`config.mk`:
```
export PLATFORM = sky130hd
export DESIGN_NAME = opsup_top
export DESIGN_NICKNAME = d
export VERILOG_FILES = /design/src/logic/opsup_pkg.sv /design/src/logic/opsup_top.sv
export SDC_FILE = /design/constraint.sdc
export NUM_CORES = 1
export LEC_CHECK = 0
export ABC_CLOCK_PERIOD_IN_PS = 18300
export BUFFER_PORTS_ARGS = -buffer_cell sky130_fd_sc_hd__buf_2
export CORE_ASPECT_RATIO = 0.8
export CORE_MARGIN = 2
export CORE_UTILIZATION = 33
export CTS_CLUSTER_DIAMETER = 30
export DETAILED_ROUTE_END_ITERATION = 12
export PLACE_DENSITY = 0.56
export SETUP_SLACK_MARGIN = 0.5
export SYNTH_ARGS = -nofsm -noshare
export SYNTH_HDL_FRONTEND = slang
export SYNTH_SLANG_ARGS = --single-unit
export TNS_END_PERCENT = 20
```
`constraint.sdc`:
```
create_clock -name i_mclk -period 18.3 [get_ports i_mclk]
set_input_delay 3.66 -clock i_mclk [delete_from_list [all_inputs] [get_ports i_mclk]]
set_output_delay 3.66 -clock i_mclk [all_outputs]
set_load 0.01 [all_outputs]
```
`src/logic/opsup_pkg.sv`:
```
// constants, register map and types for the output protection supervisor
`default_nettype none
package opsup_pkg;
    localparam int CLK_PERIOD_NS     = 4;
    localparam int TICK_MS           = 100;
    localparam int TICK_NS           = 100_000_000;
    localparam int TICK_CYCLES       = TICK_NS / CLK_PERIOD_NS;
    localparam int TICK_W            = 25;
    localparam int STARTUP_MS        = 500;
    localparam int STARTUP_TICKS     = STARTUP_MS / TICK_MS;
    localparam int BLINK_PERIOD_MS   = 2000;
    localparam int BLINK_HALF_TICKS  = BLINK_PERIOD_MS / 2 / TICK_MS;
    localparam int BLINK_W           = 5;
    localparam int START_W           = 4;
    localparam int CNT_W             = 9;
    localparam int V_W               = 16;
    localparam int DLY_W             = 8;

    // about 5 %: 51/1024
    localparam logic [5:0]  UV_MARGIN_MUL   = 6'h33;
    localparam int          UV_MARGIN_SHIFT = 10;

    localparam logic [7:0]  ADDR_CTRL    = 8'h00;
    localparam logic [7:0]  ADDR_VSET    = 8'h04;
    localparam logic [7:0]  ADDR_FLOOR   = 8'h08;
    localparam logic [7:0]  ADDR_DELAY   = 8'h0C;
    localparam logic [7:0]  ADDR_STATUS  = 8'h10;

    localparam int CTRL_OUT_BIT   = 0;
    localparam int CTRL_AUTO_BIT  = 1;
    localparam int CTRL_UVEN_BIT  = 2;
    localparam int CTRL_FOLD_LSB  = 4;
    localparam int DLY_UV_LSB     = 0;
    localparam int DLY_FOLD_LSB   = 8;
    localparam int ST_ON_BIT      = 0;
    localparam int ST_FAULT_LSB   = 4;
    localparam int ST_UVTRIP_BIT  = 8;
    localparam int ST_FDL_BIT     = 9;
    localparam int ST_OT_BIT      = 10;
    localparam int ST_PF_BIT      = 11;
    localparam int ST_MODE_LSB    = 12;
    localparam int ST_START_BIT   = 14;

    localparam logic [V_W-1:0]   VSET_RST  = 16'h0000;
    localparam logic [V_W-1:0]   FLOOR_RST = 16'h0000;
    localparam logic [DLY_W-1:0] DLY_RST   = 8'h0A;
    localparam logic [DLY_W-1:0] DLY_ZERO  = 8'h00;

    typedef enum logic [2:0] {
        FLT_NONE = 3'b000,
        FLT_UV   = 3'b001,
        FLT_FOLD = 3'b011,
        FLT_OT   = 3'b010,
        FLT_PF   = 3'b110
    } opsup_fault_e;

    typedef enum logic [1:0] {
        FOLD_OFF  = 2'b00,
        FOLD_VOLT = 2'b01,
        FOLD_CURR = 2'b11
    } opsup_fold_e;

    typedef enum logic [1:0] {
        RMODE_NONE = 2'b00,
        RMODE_V    = 2'b01,
        RMODE_C    = 2'b11,
        RMODE_P    = 2'b10
    } opsup_rmode_e;
endpackage : opsup_pkg
`default_nettype wire

```
`src/logic/opsup_top.sv`:
```
// output protection supervisor with an AHB-Lite register slave
// Operation
// - undervolt_floor clamped to about 5% below voltage setting, floor zero; excess ignored.
// - undervolt_trip acts only when enabled; the floor clamps regardless.
// - enabled, output below floor for the delay: output shuts down.
// - floor, trip enable and fold mode writable with output on or off.
// - undervolt_trip delay programmable 0.1 s to 25.5 s.
// - undervolt delay runs from crossing the floor until shutdown.
// - undervolt trip disables output, shows its fault, blinks alarm at 1/2 Hz.
// - latched faults cleared by panel press, power cycle, analog cycle, comm enable.
// - fold trip has three states: off by default, voltage armed, current armed.
// - armed voltage trips into voltage_regulation; armed current into current_regulation.
// - fold indicators follow the armed state and vanish when set off.
// - fold trip delay programmable 0.1 s to 25.5 s.
// - fold delay runs from the regulation transition until shutdown.
// - fold trip disables output, shows fold fault, blinks alarm at 1/2 Hz.
// - after output off-to-on, 500 ms is added to both delays.
// - over-temperature shuts output down, shows fault, blinks alarm at 1/2 Hz.
// - after over-temperature, safe mode stays off; auto mode restores settings.
// - input_power_fault disables output, shows fault, blinks alarm at 1/2 Hz.
// - on power return, safe mode stays off; auto mode restores settings.
// - only the first active fault is shown; the next shows when it clears.
// - safe mode keeps settings but forces the output off.
//
// The AHB-Lite register port and the register offsets were decided locally.
`default_nettype none
module opsup_top #(
    parameter int P_TICK_CYCLES = opsup_pkg::TICK_CYCLES  // cycles per 0.1 s
) (
    input  wire logic        i_mclk,          // 250 MHz clock
    input  wire logic        i_rst,           // synchronous reset, high
    input  wire logic        i_hsel,          // ahb slave select
    input  wire logic [31:0] i_haddr,         // ahb address
    input  wire logic [1:0]  i_htrans,        // ahb transfer type
    input  wire logic        i_hwrite,        // ahb write
    input  wire logic [2:0]  i_hsize,         // ahb size, word only
    input  wire logic [31:0] i_hwdata,        // ahb write data
    input  wire logic        i_hready,        // ahb bus ready
    output logic [31:0]      o_hrdata,        // ahb read data
    output logic             o_hreadyout,     // ahb slave ready
    output logic             o_hresp,         // ahb response, okay
    input  wire logic [15:0] i_vout,          // measured output voltage
    input  wire logic        i_vreg,          // in voltage_regulation
    input  wire logic        i_creg,          // in current_regulation
    input  wire logic        i_preg,          // in power_regulation
    input  wire logic        i_overtemp,      // over-temperature detected
    input  wire logic        i_power_fault,   // input_power_fault present
    input  wire logic        i_panel_press,   // output button, one-cycle pulse
    input  wire logic        i_analog_en,     // analog interlock/enable level
    output logic             o_out_enable,    // power stage enable
    output logic [2:0]       o_fault_code,    // displayed fault
    output logic             o_alarm_led,     // red alarm, blinking
    output logic             o_fold_v_ind,    // voltage fold indicator
    output logic             o_fold_i_ind,    // current fold indicator
    output logic             o_out_off_ind    // output-off indication
);
    localparam int TW = opsup_pkg::TICK_W;
    localparam int CW = opsup_pkg::CNT_W;
    localparam int VW = opsup_pkg::V_W;
    localparam int DW = opsup_pkg::DLY_W;
    localparam logic [TW-1:0] TICK_LAST = TW'(P_TICK_CYCLES - 1);
    localparam logic [CW-1:0] CNT_MAX   = {CW{1'b1}};
    localparam logic [CW-1:0] START_ADD = CW'(opsup_pkg::STARTUP_TICKS);
    localparam logic [3:0]    START_END = 4'(opsup_pkg::STARTUP_TICKS);
    localparam logic [4:0]    BLK_HALF  = 5'(opsup_pkg::BLINK_HALF_TICKS);
    localparam logic [4:0]    BLK_LAST  = 5'(2 * opsup_pkg::BLINK_HALF_TICKS - 1);

    typedef struct packed {
        logic                     out_req;
        logic                     auto_mode;
        logic                     uv_en;
        opsup_pkg::opsup_fold_e   fold_mode;
        logic [VW-1:0]            vset;
        logic [VW-1:0]            floor;
        logic [DW-1:0]            uv_dly;
        logic [DW-1:0]            fold_dly;
        logic [TW-1:0]            presc;
        logic                     tick;
        logic [CW-1:0]            uv_cnt;
        logic [CW-1:0]            fold_cnt;
        logic                     startup;
        logic [3:0]               start_cnt;
        opsup_pkg::opsup_rmode_e  rmode;
        logic                     fold_pend;
        logic                     uv_latch;
        logic                     fold_latch;
        logic                     pf_q;
        logic                     en_q;
        opsup_pkg::opsup_fault_e  shown;
        logic [4:0]               blink;
        logic                     led;
        logic                     out_on;
        logic                     off_ind;
        logic                     fv_ind;
        logic                     fi_ind;
        logic                     wr_pend;
        logic [7:0]               wr_addr;
        logic [31:0]              rdata;
    } opsup_state_s;

    opsup_state_s s_q;
    opsup_state_s s_d;

    function automatic logic [VW-1:0] uv_max(input logic [VW-1:0] v);
        logic [VW+5:0] prod;
        prod = (VW+6)'(v) * (VW+6)'(opsup_pkg::UV_MARGIN_MUL);
        return v - VW'(prod >> opsup_pkg::UV_MARGIN_SHIFT);
    endfunction : uv_max

    function automatic logic [CW-1:0] thresh(input logic [DW-1:0] d, input logic st);
        return CW'(d) + (st ? START_ADD : CW'(0));
    endfunction : thresh

    logic                    addr_ok;
    logic [7:0]              a8;
    opsup_pkg::opsup_rmode_e new_mode;
    logic                    uv_cond;
    logic                    fold_evt;
    logic                    fold_hold;
    logic                    uv_trip;
    logic                    fold_trip;
    logic                    clr_evt;
    logic                    act_uv;
    logic                    act_fold;
    logic                    shown_act;
    logic [VW-1:0]           wv;

    always_comb begin
        s_d = s_q;
        a8 = i_haddr[7:0];
        addr_ok = i_hsel & i_htrans[1] & i_hready;
        wv = i_hwdata[VW-1:0];
        // free-running 0.1 s tick; delays carry up to one tick of jitter
        s_d.tick = (s_q.presc == TICK_LAST);
        s_d.presc = s_d.tick ? '0 : s_q.presc + TW'(1);

        // regulation mode from the feedback flags
        if (i_vreg) begin
            new_mode = opsup_pkg::RMODE_V;
        end else if (i_creg) begin
            new_mode = opsup_pkg::RMODE_C;
        end else if (i_preg) begin
            new_mode = opsup_pkg::RMODE_P;
        end else begin
            new_mode = opsup_pkg::RMODE_NONE;
        end
        s_d.rmode = new_mode;

        // clearing events for latched trips
        s_d.pf_q = i_power_fault;
        s_d.en_q = i_analog_en;
        clr_evt = i_panel_press
                | (s_q.pf_q & ~i_power_fault)
                | (i_analog_en & ~s_q.en_q);

        // register writes in the data phase
        if (s_q.wr_pend) begin
            case (s_q.wr_addr)
                opsup_pkg::ADDR_CTRL: begin
                    s_d.out_req = i_hwdata[opsup_pkg::CTRL_OUT_BIT];
                    s_d.auto_mode = i_hwdata[opsup_pkg::CTRL_AUTO_BIT];
                    s_d.uv_en = i_hwdata[opsup_pkg::CTRL_UVEN_BIT];
                    case (i_hwdata[opsup_pkg::CTRL_FOLD_LSB +: 2])
                        opsup_pkg::FOLD_VOLT: s_d.fold_mode = opsup_pkg::FOLD_VOLT;
                        opsup_pkg::FOLD_CURR: s_d.fold_mode = opsup_pkg::FOLD_CURR;
                        default: s_d.fold_mode = opsup_pkg::FOLD_OFF;
                    endcase
                    if (i_hwdata[opsup_pkg::CTRL_OUT_BIT]) begin
                        clr_evt = 1'b1;
                    end
                end
                opsup_pkg::ADDR_VSET: begin
                    s_d.vset = wv;
                    // keep the floor legal when the setting drops
                    if (s_q.floor > uv_max(wv)) begin
                        s_d.floor = uv_max(wv);
                    end
                end
                opsup_pkg::ADDR_FLOOR: begin
                    if (wv <= uv_max(s_q.vset)) begin
                        s_d.floor = wv;
                    end
                end
                opsup_pkg::ADDR_DELAY: begin
                    // zero is outside 0.1..25.5 s and leaves the delay as it was
                    if (i_hwdata[opsup_pkg::DLY_UV_LSB +: DW] != opsup_pkg::DLY_ZERO) begin
                        s_d.uv_dly = i_hwdata[opsup_pkg::DLY_UV_LSB +: DW];
                    end
                    if (i_hwdata[opsup_pkg::DLY_FOLD_LSB +: DW] != opsup_pkg::DLY_ZERO) begin
                        s_d.fold_dly = i_hwdata[opsup_pkg::DLY_FOLD_LSB +: DW];
                    end
                end
                default: begin
                end
            endcase
        end

        if (clr_evt) begin
            s_d.uv_latch = 1'b0;
            s_d.fold_latch = 1'b0;
        end
        if (i_panel_press & ~(s_q.uv_latch | s_q.fold_latch)) begin
            s_d.out_req = ~s_q.out_req;
        end

        // undervolt timer
        uv_cond = s_q.uv_en & s_q.out_on & (i_vout < s_q.floor);
        if (uv_cond) begin
            if (s_q.tick && s_q.uv_cnt != CNT_MAX) begin
                s_d.uv_cnt = s_q.uv_cnt + CW'(1);
            end
        end else begin
            s_d.uv_cnt = '0;
        end
        uv_trip = uv_cond & (s_q.uv_cnt >= thresh(s_q.uv_dly, s_q.startup));

        // fold detection: a pending transition holds while in the new mode
        case (s_q.fold_mode)
            opsup_pkg::FOLD_VOLT: begin
                fold_evt = (new_mode == opsup_pkg::RMODE_V)
                         & ((s_q.rmode == opsup_pkg::RMODE_C)
                         | (s_q.rmode == opsup_pkg::RMODE_P));
                fold_hold = (new_mode == opsup_pkg::RMODE_V);
            end
            opsup_pkg::FOLD_CURR: begin
                fold_evt = (new_mode == opsup_pkg::RMODE_C)
                         & ((s_q.rmode == opsup_pkg::RMODE_V)
                         | (s_q.rmode == opsup_pkg::RMODE_P));
                fold_hold = (new_mode == opsup_pkg::RMODE_C);
            end
            default: begin
                fold_evt = 1'b0;
                fold_hold = 1'b0;
            end
        endcase
        s_d.fold_pend = s_q.out_on & fold_hold & (s_q.fold_pend | fold_evt);
        if (s_q.fold_pend & s_d.fold_pend) begin
            if (s_q.tick && s_q.fold_cnt != CNT_MAX) begin
                s_d.fold_cnt = s_q.fold_cnt + CW'(1);
            end
        end else begin
            s_d.fold_cnt = '0;
        end
        fold_trip = s_q.fold_pend & s_d.fold_pend
                  & (s_q.fold_cnt >= thresh(s_q.fold_dly, s_q.startup));

        // trips win over a clear in the same cycle
        if (uv_trip) begin
            s_d.uv_latch = 1'b1;
            s_d.out_req = 1'b0;
        end
        if (fold_trip) begin
            s_d.fold_latch = 1'b1;
            s_d.out_req = 1'b0;
        end
        if ((i_overtemp | i_power_fault) & ~s_q.auto_mode) begin
            s_d.out_req = 1'b0;
        end

        s_d.out_on = s_d.out_req & ~s_d.uv_latch & ~s_d.fold_latch
                   & ~i_overtemp & ~i_power_fault & i_analog_en;

        // start-up blanking after each off-to-on transition
        if (s_d.out_on & ~s_q.out_on) begin
            s_d.startup = 1'b1;
            s_d.start_cnt = '0;
        end else if (~s_q.out_on) begin
            s_d.startup = 1'b0;
        end else if (s_q.start_cnt != START_END) begin
            if (s_q.tick) begin
                s_d.start_cnt = s_q.start_cnt + 4'(1);
            end
        end else if (s_q.uv_cnt == '0 && s_q.fold_cnt == '0) begin
            s_d.startup = 1'b0;
        end

        // first-come fault display
        act_uv = s_d.uv_latch;
        act_fold = s_d.fold_latch;
        case (s_q.shown)
            opsup_pkg::FLT_UV:   shown_act = act_uv;
            opsup_pkg::FLT_FOLD: shown_act = act_fold;
            opsup_pkg::FLT_OT:   shown_act = i_overtemp;
            opsup_pkg::FLT_PF:   shown_act = i_power_fault;
            default:             shown_act = 1'b0;
        endcase
        if (!shown_act) begin
            if (i_power_fault) begin
                s_d.shown = opsup_pkg::FLT_PF;
            end else if (i_overtemp) begin
                s_d.shown = opsup_pkg::FLT_OT;
            end else if (act_uv) begin
                s_d.shown = opsup_pkg::FLT_UV;
            end else if (act_fold) begin
                s_d.shown = opsup_pkg::FLT_FOLD;
            end else begin
                s_d.shown = opsup_pkg::FLT_NONE;
            end
        end

        // 1/2 Hz blink: one second on, one second off
        if (s_d.shown == opsup_pkg::FLT_NONE) begin
            s_d.blink = '0;
            s_d.led = 1'b0;
        end else begin
            if (s_q.tick) begin
                s_d.blink = (s_q.blink == BLK_LAST) ? 5'(0) : s_q.blink + 5'(1);
            end
            s_d.led = (s_d.blink < BLK_HALF);
        end

        s_d.off_ind = ~s_d.out_on & (s_d.shown == opsup_pkg::FLT_NONE);
        s_d.fv_ind = (s_d.fold_mode == opsup_pkg::FOLD_VOLT);
        s_d.fi_ind = (s_d.fold_mode == opsup_pkg::FOLD_CURR);

        // address phase: latch write, prepare read word
        s_d.wr_pend = addr_ok & i_hwrite;
        s_d.wr_addr = a8;
        s_d.rdata = '0;
        if (addr_ok & ~i_hwrite & (i_haddr[31:8] == 24'h000000)) begin
            case (a8)
                opsup_pkg::ADDR_CTRL: begin
                    s_d.rdata[opsup_pkg::CTRL_OUT_BIT] = s_q.out_req;
                    s_d.rdata[opsup_pkg::CTRL_AUTO_BIT] = s_q.auto_mode;
                    s_d.rdata[opsup_pkg::CTRL_UVEN_BIT] = s_q.uv_en;
                    s_d.rdata[opsup_pkg::CTRL_FOLD_LSB +: 2] = s_q.fold_mode;
                end
                opsup_pkg::ADDR_VSET:  s_d.rdata[VW-1:0] = s_q.vset;
                opsup_pkg::ADDR_FLOOR: s_d.rdata[VW-1:0] = s_q.floor;
                opsup_pkg::ADDR_DELAY: begin
                    s_d.rdata[opsup_pkg::DLY_UV_LSB +: DW] = s_q.uv_dly;
                    s_d.rdata[opsup_pkg::DLY_FOLD_LSB +: DW] = s_q.fold_dly;
                end
                opsup_pkg::ADDR_STATUS: begin
                    s_d.rdata[opsup_pkg::ST_ON_BIT] = s_q.out_on;
                    s_d.rdata[opsup_pkg::ST_FAULT_LSB +: 3] = s_q.shown;
                    s_d.rdata[opsup_pkg::ST_UVTRIP_BIT] = s_q.uv_latch;
                    s_d.rdata[opsup_pkg::ST_FDL_BIT] = s_q.fold_latch;
                    s_d.rdata[opsup_pkg::ST_OT_BIT] = i_overtemp;
                    s_d.rdata[opsup_pkg::ST_PF_BIT] = i_power_fault;
                    s_d.rdata[opsup_pkg::ST_MODE_LSB +: 2] = s_q.rmode;
                    s_d.rdata[opsup_pkg::ST_START_BIT] = s_q.startup;
                end
                default: s_d.rdata = '0;
            endcase
        end
        if (i_haddr[31:8] != 24'h000000) begin
            s_d.wr_pend = 1'b0;
        end
    end

    always_ff @(posedge i_mclk) begin
        if (i_rst) begin
            s_q <= '0;
            s_q.vset <= opsup_pkg::VSET_RST;
            s_q.floor <= opsup_pkg::FLOOR_RST;
            s_q.uv_dly <= opsup_pkg::DLY_RST;
            s_q.fold_dly <= opsup_pkg::DLY_RST;
            s_q.fold_mode <= opsup_pkg::FOLD_OFF;
            s_q.shown <= opsup_pkg::FLT_NONE;
            s_q.rmode <= opsup_pkg::RMODE_NONE;
            s_q.off_ind <= 1'b1;
        end else begin
            s_q <= s_d;
        end
    end

    assign o_hrdata      = s_q.rdata;
    assign o_hreadyout   = 1'b1;
    assign o_hresp       = 1'b0;
    assign o_out_enable  = s_q.out_on;
    assign o_fault_code  = s_q.shown;
    assign o_alarm_led   = s_q.led;
    assign o_fold_v_ind  = s_q.fv_ind;
    assign o_fold_i_ind  = s_q.fi_ind;
    assign o_out_off_ind = s_q.off_ind;
endmodule : opsup_top
`default_nettype wire

```
== Word-level counts from Yosys, hierarchy flattened ==
Cells that the tools add are included.
Widths: inputs -> output; s select.
Word-level totals
  register bits: 163
  input port bits: 97
  output and inout bits: 42
  word-level logic and storage cells: 202
Cells by class
  $add $sub $neg: 9
  multiply operators: 2
  order comparisons: 6
  equal/unequal tests: 31
  mux-type cells: 50
  bitwise operators: 46
  reductions and logical operators: 27
Operators by type and width (count)
  $mux 16: 4
  $mux 53: 1
  $mul 16x6->22 const B: 2
  $eq 8x4->1 const B: 4
  $pmux 16 s2: 1
  $sub 16x12->16: 2
  $pmux 7 s4: 1
  $add 25x1->25 const B: 1
  $and 1x1->1: 25
  $eq 25x25->1 const B: 1
  $mux 5: 5
  $logic_not 24->1: 1
  $reduce_bool 24->1: 1
  $add 9x1->9 const B: 2
  $ge 9x9->1: 2
  $logic_not 9->1: 2
  $ne 9x9->1 const B: 2
  $eq 8x3->1 const B: 2
  $gt 16x16->1: 1
  $le 16x16->1: 1
  $logic_not 8->1: 2
  $lt 16x16->1: 1
  $mux 8: 2
  $reduce_bool 8->1: 2
  other kinds (36): 103

== Depth between registers and ports, before layout ==
  depth after elaboration: 20
  depth in mapped cells: 33
  gate-level depth less buffers: 32

== Least setup slack after synthesis ==
OpenSTA, ideal clock, no wires.
  kind: input to register
  start: input i_hwdata[7]
  end: register s_q[134] (netlist name)
  library setup time: 0.116 ns
  arrival: 9.693 ns
  required time: 18.184 ns
  slack: 8.491 ns
  stages on the path: 32
  path buffers: 2
  cell sequence: ha_1 -> inv_1 -> fa_1 -> fa_1 -> inv_1 -> ha_1 -> a21oi_1 -> o21ai_0 -> nor3_1 -> nor3b_1 -> o21a_1 -> o21ai_0 -> nand2b_1 -> xnor2_1 -> ha_1 -> o21a_1 -> nor2_1 -> a211oi_1 -> o41ai_1 -> and2_1 -> clkbuf_1 -> nand2_1 -> xnor2_1 -> ha_1 -> nand4_1 -> nor3_1 -> inv_1 -> o21ai_0 -> o21a_1 -> clkbuf_1 -> nand2_1 -> o211a_1
Between the ends
  longest elaborated chain between the ends: 5
  elaborated cells on any way between the ends: 9
  those cells by class: add/sub: 1; mul: 1; order compare: 2; eq/ne: 2; mux: 2; reduce/logical: 1
Ends and longest elaborated chain
  start: declaration: line opsup_top.sv:37  | input wire logic [31:0] i_hwdata,
  $mul 16x6->22: line opsup_top.sv:106  | prod = (VW+6)'(v) * (VW+6)'(opsup_pkg::UV_MARGIN_MUL);
  $sub 16x12->16: line opsup_top.sv:107  | return v - VW'(prod >> opsup_pkg::UV_MARGIN_SHIFT);
  $gt 16x16->1: line opsup_top.sv:175  | if (s_q.floor > uv_max(wv)) begin
  $ne 2x2->1 (no source line)
  $reduce_and 4->1 (no source line)
  end: declaration: line opsup_top.sv:101  | opsup_state_s s_q;
Several ways; a longest one is shown, not always the timed one. The select of a mux whose other input is x is not followed.
A chain may end at the register's enable or synchronous reset.

== Worst setup path after layout ==
  start: input i_hwdata[5]
  end: register s_q[134] (netlist name)
The elaborated chain is that of the path after synthesis.

==> flow_summary.yaml <==
run_status:
  outcome: "complete, no violations"
power_and_ir_drop:
  p_leak_nw: 6.56
  finalPower_mw: 1.20
  power_density_nw_per_um2: 83.5
  irDropWorstVdd_mv: 0.0641
yosys:
  synth_edf_count: 0
  avgSynthCellArea_sq_um: 8.48
  ys.flop_type: "dfxtp_1"
  synth_area_sq_um: 13000
  synth_top_area_cell: "dfxtp_1"
  async_flop_share_pct: 0
  yosysSeqAreaShare_pct: 22.7
  synth_area_leaders: "dfxtp_1 23%, ha_1 21%, fa_1 6.5%"
  ys_ff_latch: 147
  synth_cells: 1528
  synth_cell_types: 74
  yosys.area.top_type_share_pct: 22.7
  yosysWarnings: 0
placement:
  placed_area_sq_um: 13800
  gp_congestion: 0.874
  dp_cells: 2068
  dp_hpwl_um: 30300
  io_buffers: 100
timing:
  relSlewSlack_pct: 27.1
  tightest_slew_ps: 1080
  setup_violations: 0
  finalClockSkew_ps: 13.0
  period_share_pct: 60.1
  finalCriticalPeriod_ps: 11000
  drv_slew: 0
  setup_tns_ps: 0
  max_freq_mhz: 90.9
  hold_viol_final: 0
  rsz0062_at_grt: "no"
  hold_slack_ps: 465
job:
  maxCapViolCount: 0
cells_and_area:
  syn_to_final_growth_pct: 11.0
  final_nets: 1947
  fin_cells: 2102
  drive_above_1_share_pct: 10.5
  fill_cells: 3963
  final_area_sq_um: 14400
floorplan:
  die_w_um: 226
  start_util_pct: 33.7
  io_pins: 139
  die_area_sq_um: 40900
  die_y_um: 181
  rows: 64
  design.core.area_sq_um: 38400
cts:
  ctsResizeCount: 0
  cts_root_buffer: "clkbuf_16"
  clk_latency_ps: 440
  htreeDepth: 4
  cts.clk_slew.worst_paths_ps: 70
  cts_tree: "yes"
  clock-sinks: 147
  holdBufCountCts: 0
  cts_buffer_depth: 2
  post-cts-setup-buffers: 0
  cts_buffers: 17
worst_setup_path:
  path_class: "input port to flop"
  crit_path_max_incr_delay_ps: 610
  r2r_start: "s_q[150]$_SDFFE_PP0P_"
  rr_endpoint: "s_q[134]$_SDFFE_PP0P_"
  crit_start: "i_hwdata[5]"
  critPathCaptureType: "flop"
  r2r_cells: 27
  cp_data_arrival_time_ps: 11330
  slowest_stage: "o41ai_1"
  cp-start-kind: "input port"
  rrSetupSlack_ps: 10410
  path_max_fanout: 11
  critical_path_required_ps: 18630
detailed_routing:
  viasPerCell: 5.27
  vias: 11071
  first_pass_iters: 6
  drcViolationCount: 0
  wl_per_cell_um: 17.9
  drtIter0Drc: 808
  wl_um: 37600
  ant_nets: 0
global_routing:
  grt_use_total_pct: 18.6
  antenna_found_initial: 3
  grt_pass1_wl_um: 59000
  gr-total-overflow: 0
  grt_max_degree: 48
  grt_pass1_vias: 10443
min_path:
  holdCritStartpoint: "s_q[85]$_SDFF_PP0_"
  hold_depth: 1
  hold_class: "flop to flop"
  min_to: "s_q[85]$_SDFF_PP0_"
-- kinds of logic (layout without fill, tap and decap cells) --
family,after synthesis,in the layout,share of synthesized area [%]
xor gates and xnor gates,110,110,7.43
other,2,20,0.0580
AOI/OAI and AO/OA,304,304,16.1
buffers and inverters,229,290,7.72
adders and majority gates,258,258,27.3
DFF,147,147,22.7
and+or+nand+nor,462,462,17.3
muxes,16,16,1.30
-- layout by cell type, fill, tap and decap left out, drive strengths merged, types with 6 or more instances in the layout --
cell type / Yosys / final
ha: 216 / 216
inv: 154 / 158
dfxtp: 147 / 147
nor2: 141 / 141
nand2: 117 / 117
buf: 41 / 104
a21oi: 91 / 91
xor2: 60 / 60
xnor2: 50 / 50
o21ai: 44 / 44
fa: 42 / 42
nand3: 36 / 36
nand4: 32 / 32
a21o: 30 / 30
nor3: 29 / 29
nor2b: 28 / 28
o21a: 23 / 23
a211oi: 21 / 21
clkbuf: 34 / 19
conb: 2 / 18
nor4: 15 / 15
and3: 13 / 13
a22oi: 13 / 13
nand2b: 13 / 13
o211ai: 13 / 13
or3: 11 / 11
and2: 9 / 9
mux2i: 9 / 9
a221oi: 9 / 9
o31ai: 8 / 8
a31oi: 7 / 7
mux2: 7 / 7
or2: 6 / 6
a222oi: 6 / 6
-- report_power, final --
part | internal (mW) | leakage [nW] | switching (mW)
clock | 0.224 | 0.305 | 0.153
sequential | 0.323 | 1.19 | 0.00232
combinational | 0.211 | 5.07 | 0.289
total | 0.757 | 6.56 | 0.444
-- cells in the mapped netlist, types with 7 or more instances --
cell type,number
a22oi_1,13
ha_1,216
xnor2_1,50
a21oi_1,90
nand4_1,30
nand2_1,117
a31oi_1,7
and2_1,9
nand3_1,36
nor2_1,139
o31ai_1,7
clkbuf_1,34
nor3_1,26
xor2_1,60
o21ai_0,41
a211oi_1,18
nand2b_1,13
a221oi_1,9
nor4_1,14
a21o_1,30
mux2_2,7
mux2i_1,9
nor2b_1,28
o211ai_1,13
or3_1,11
buf_4,37
and3_1,13
dfxtp_1,147
o21a_1,23
fa_1,42
inv_1,154
-- per-layer routing --
layer / up-vias / share of wire, % / global-route usage (%)
met4: 2 / 1.0 / 3.28
met3: 34 / 7.5 / 3.15
met2: 354 / 41 / 27.0
li1: 5390 / - / -
met5: - / 0.019 / 0
met1: 5291 / 50 / 28.6
-- registers in the layout, summed over array words and instances (netlist names) --
register / count
o_alarm_led: 1
o_out_enable: 1
o_out_off_ind: 1
o_fold_i_ind: 1
o_fold_v_ind: 1
o_fault_code: 3
s_q: 123
o_hrdata: 16
-- through the flow --
stage	util, %	worst slack [ps]
4_1_cts	37.4	7570
2_1_floorplan	-	8490
3_5_place_dp	35.8	7150
3_3_place_gp	35.8	7260
6_report	37.4	7300
5_1_grt	37.4	6880
-- final cells by class --
cell class	instances	area, sq um	area share [%]
sequential	147	2940	20.5
timing repair buffer	104	531	3.69
antenna	2	5.00	0.0348
tap	495	619	4.31
clock buffer	19	453	3.15
clock inverter	13	173	1.20
multi-input combinational	1168	9080	63.1
inverter	154	578	4.02
-- how the worst max path moves through the flow --
stage | endpoint | cells after the start
floorplan | s_q[134]$_SDFFE_PP0P_ | 32
global placement | s_q[134]$_SDFFE_PP0P_ | 30
detailed placement | s_q[136]$_SDFFE_PP0P_ | 30
CTS | s_q[134]$_SDFFE_PP0P_ | 30
global route | s_q[134]$_SDFFE_PP0P_ | 30
finish | s_q[134]$_SDFFE_PP0P_ | 30
-- critical path: cells and delay by family --
kind	cells	cell delay [ps]
buffers and inverters	5	650
and+or+nand+nor	9	1840
AOI/OAI and AO/OA	8	2530
xor gates and xnor gates	2	290
adders and majority gates	6	2350
Note: power is estimated with default switching activity, not from simulation.
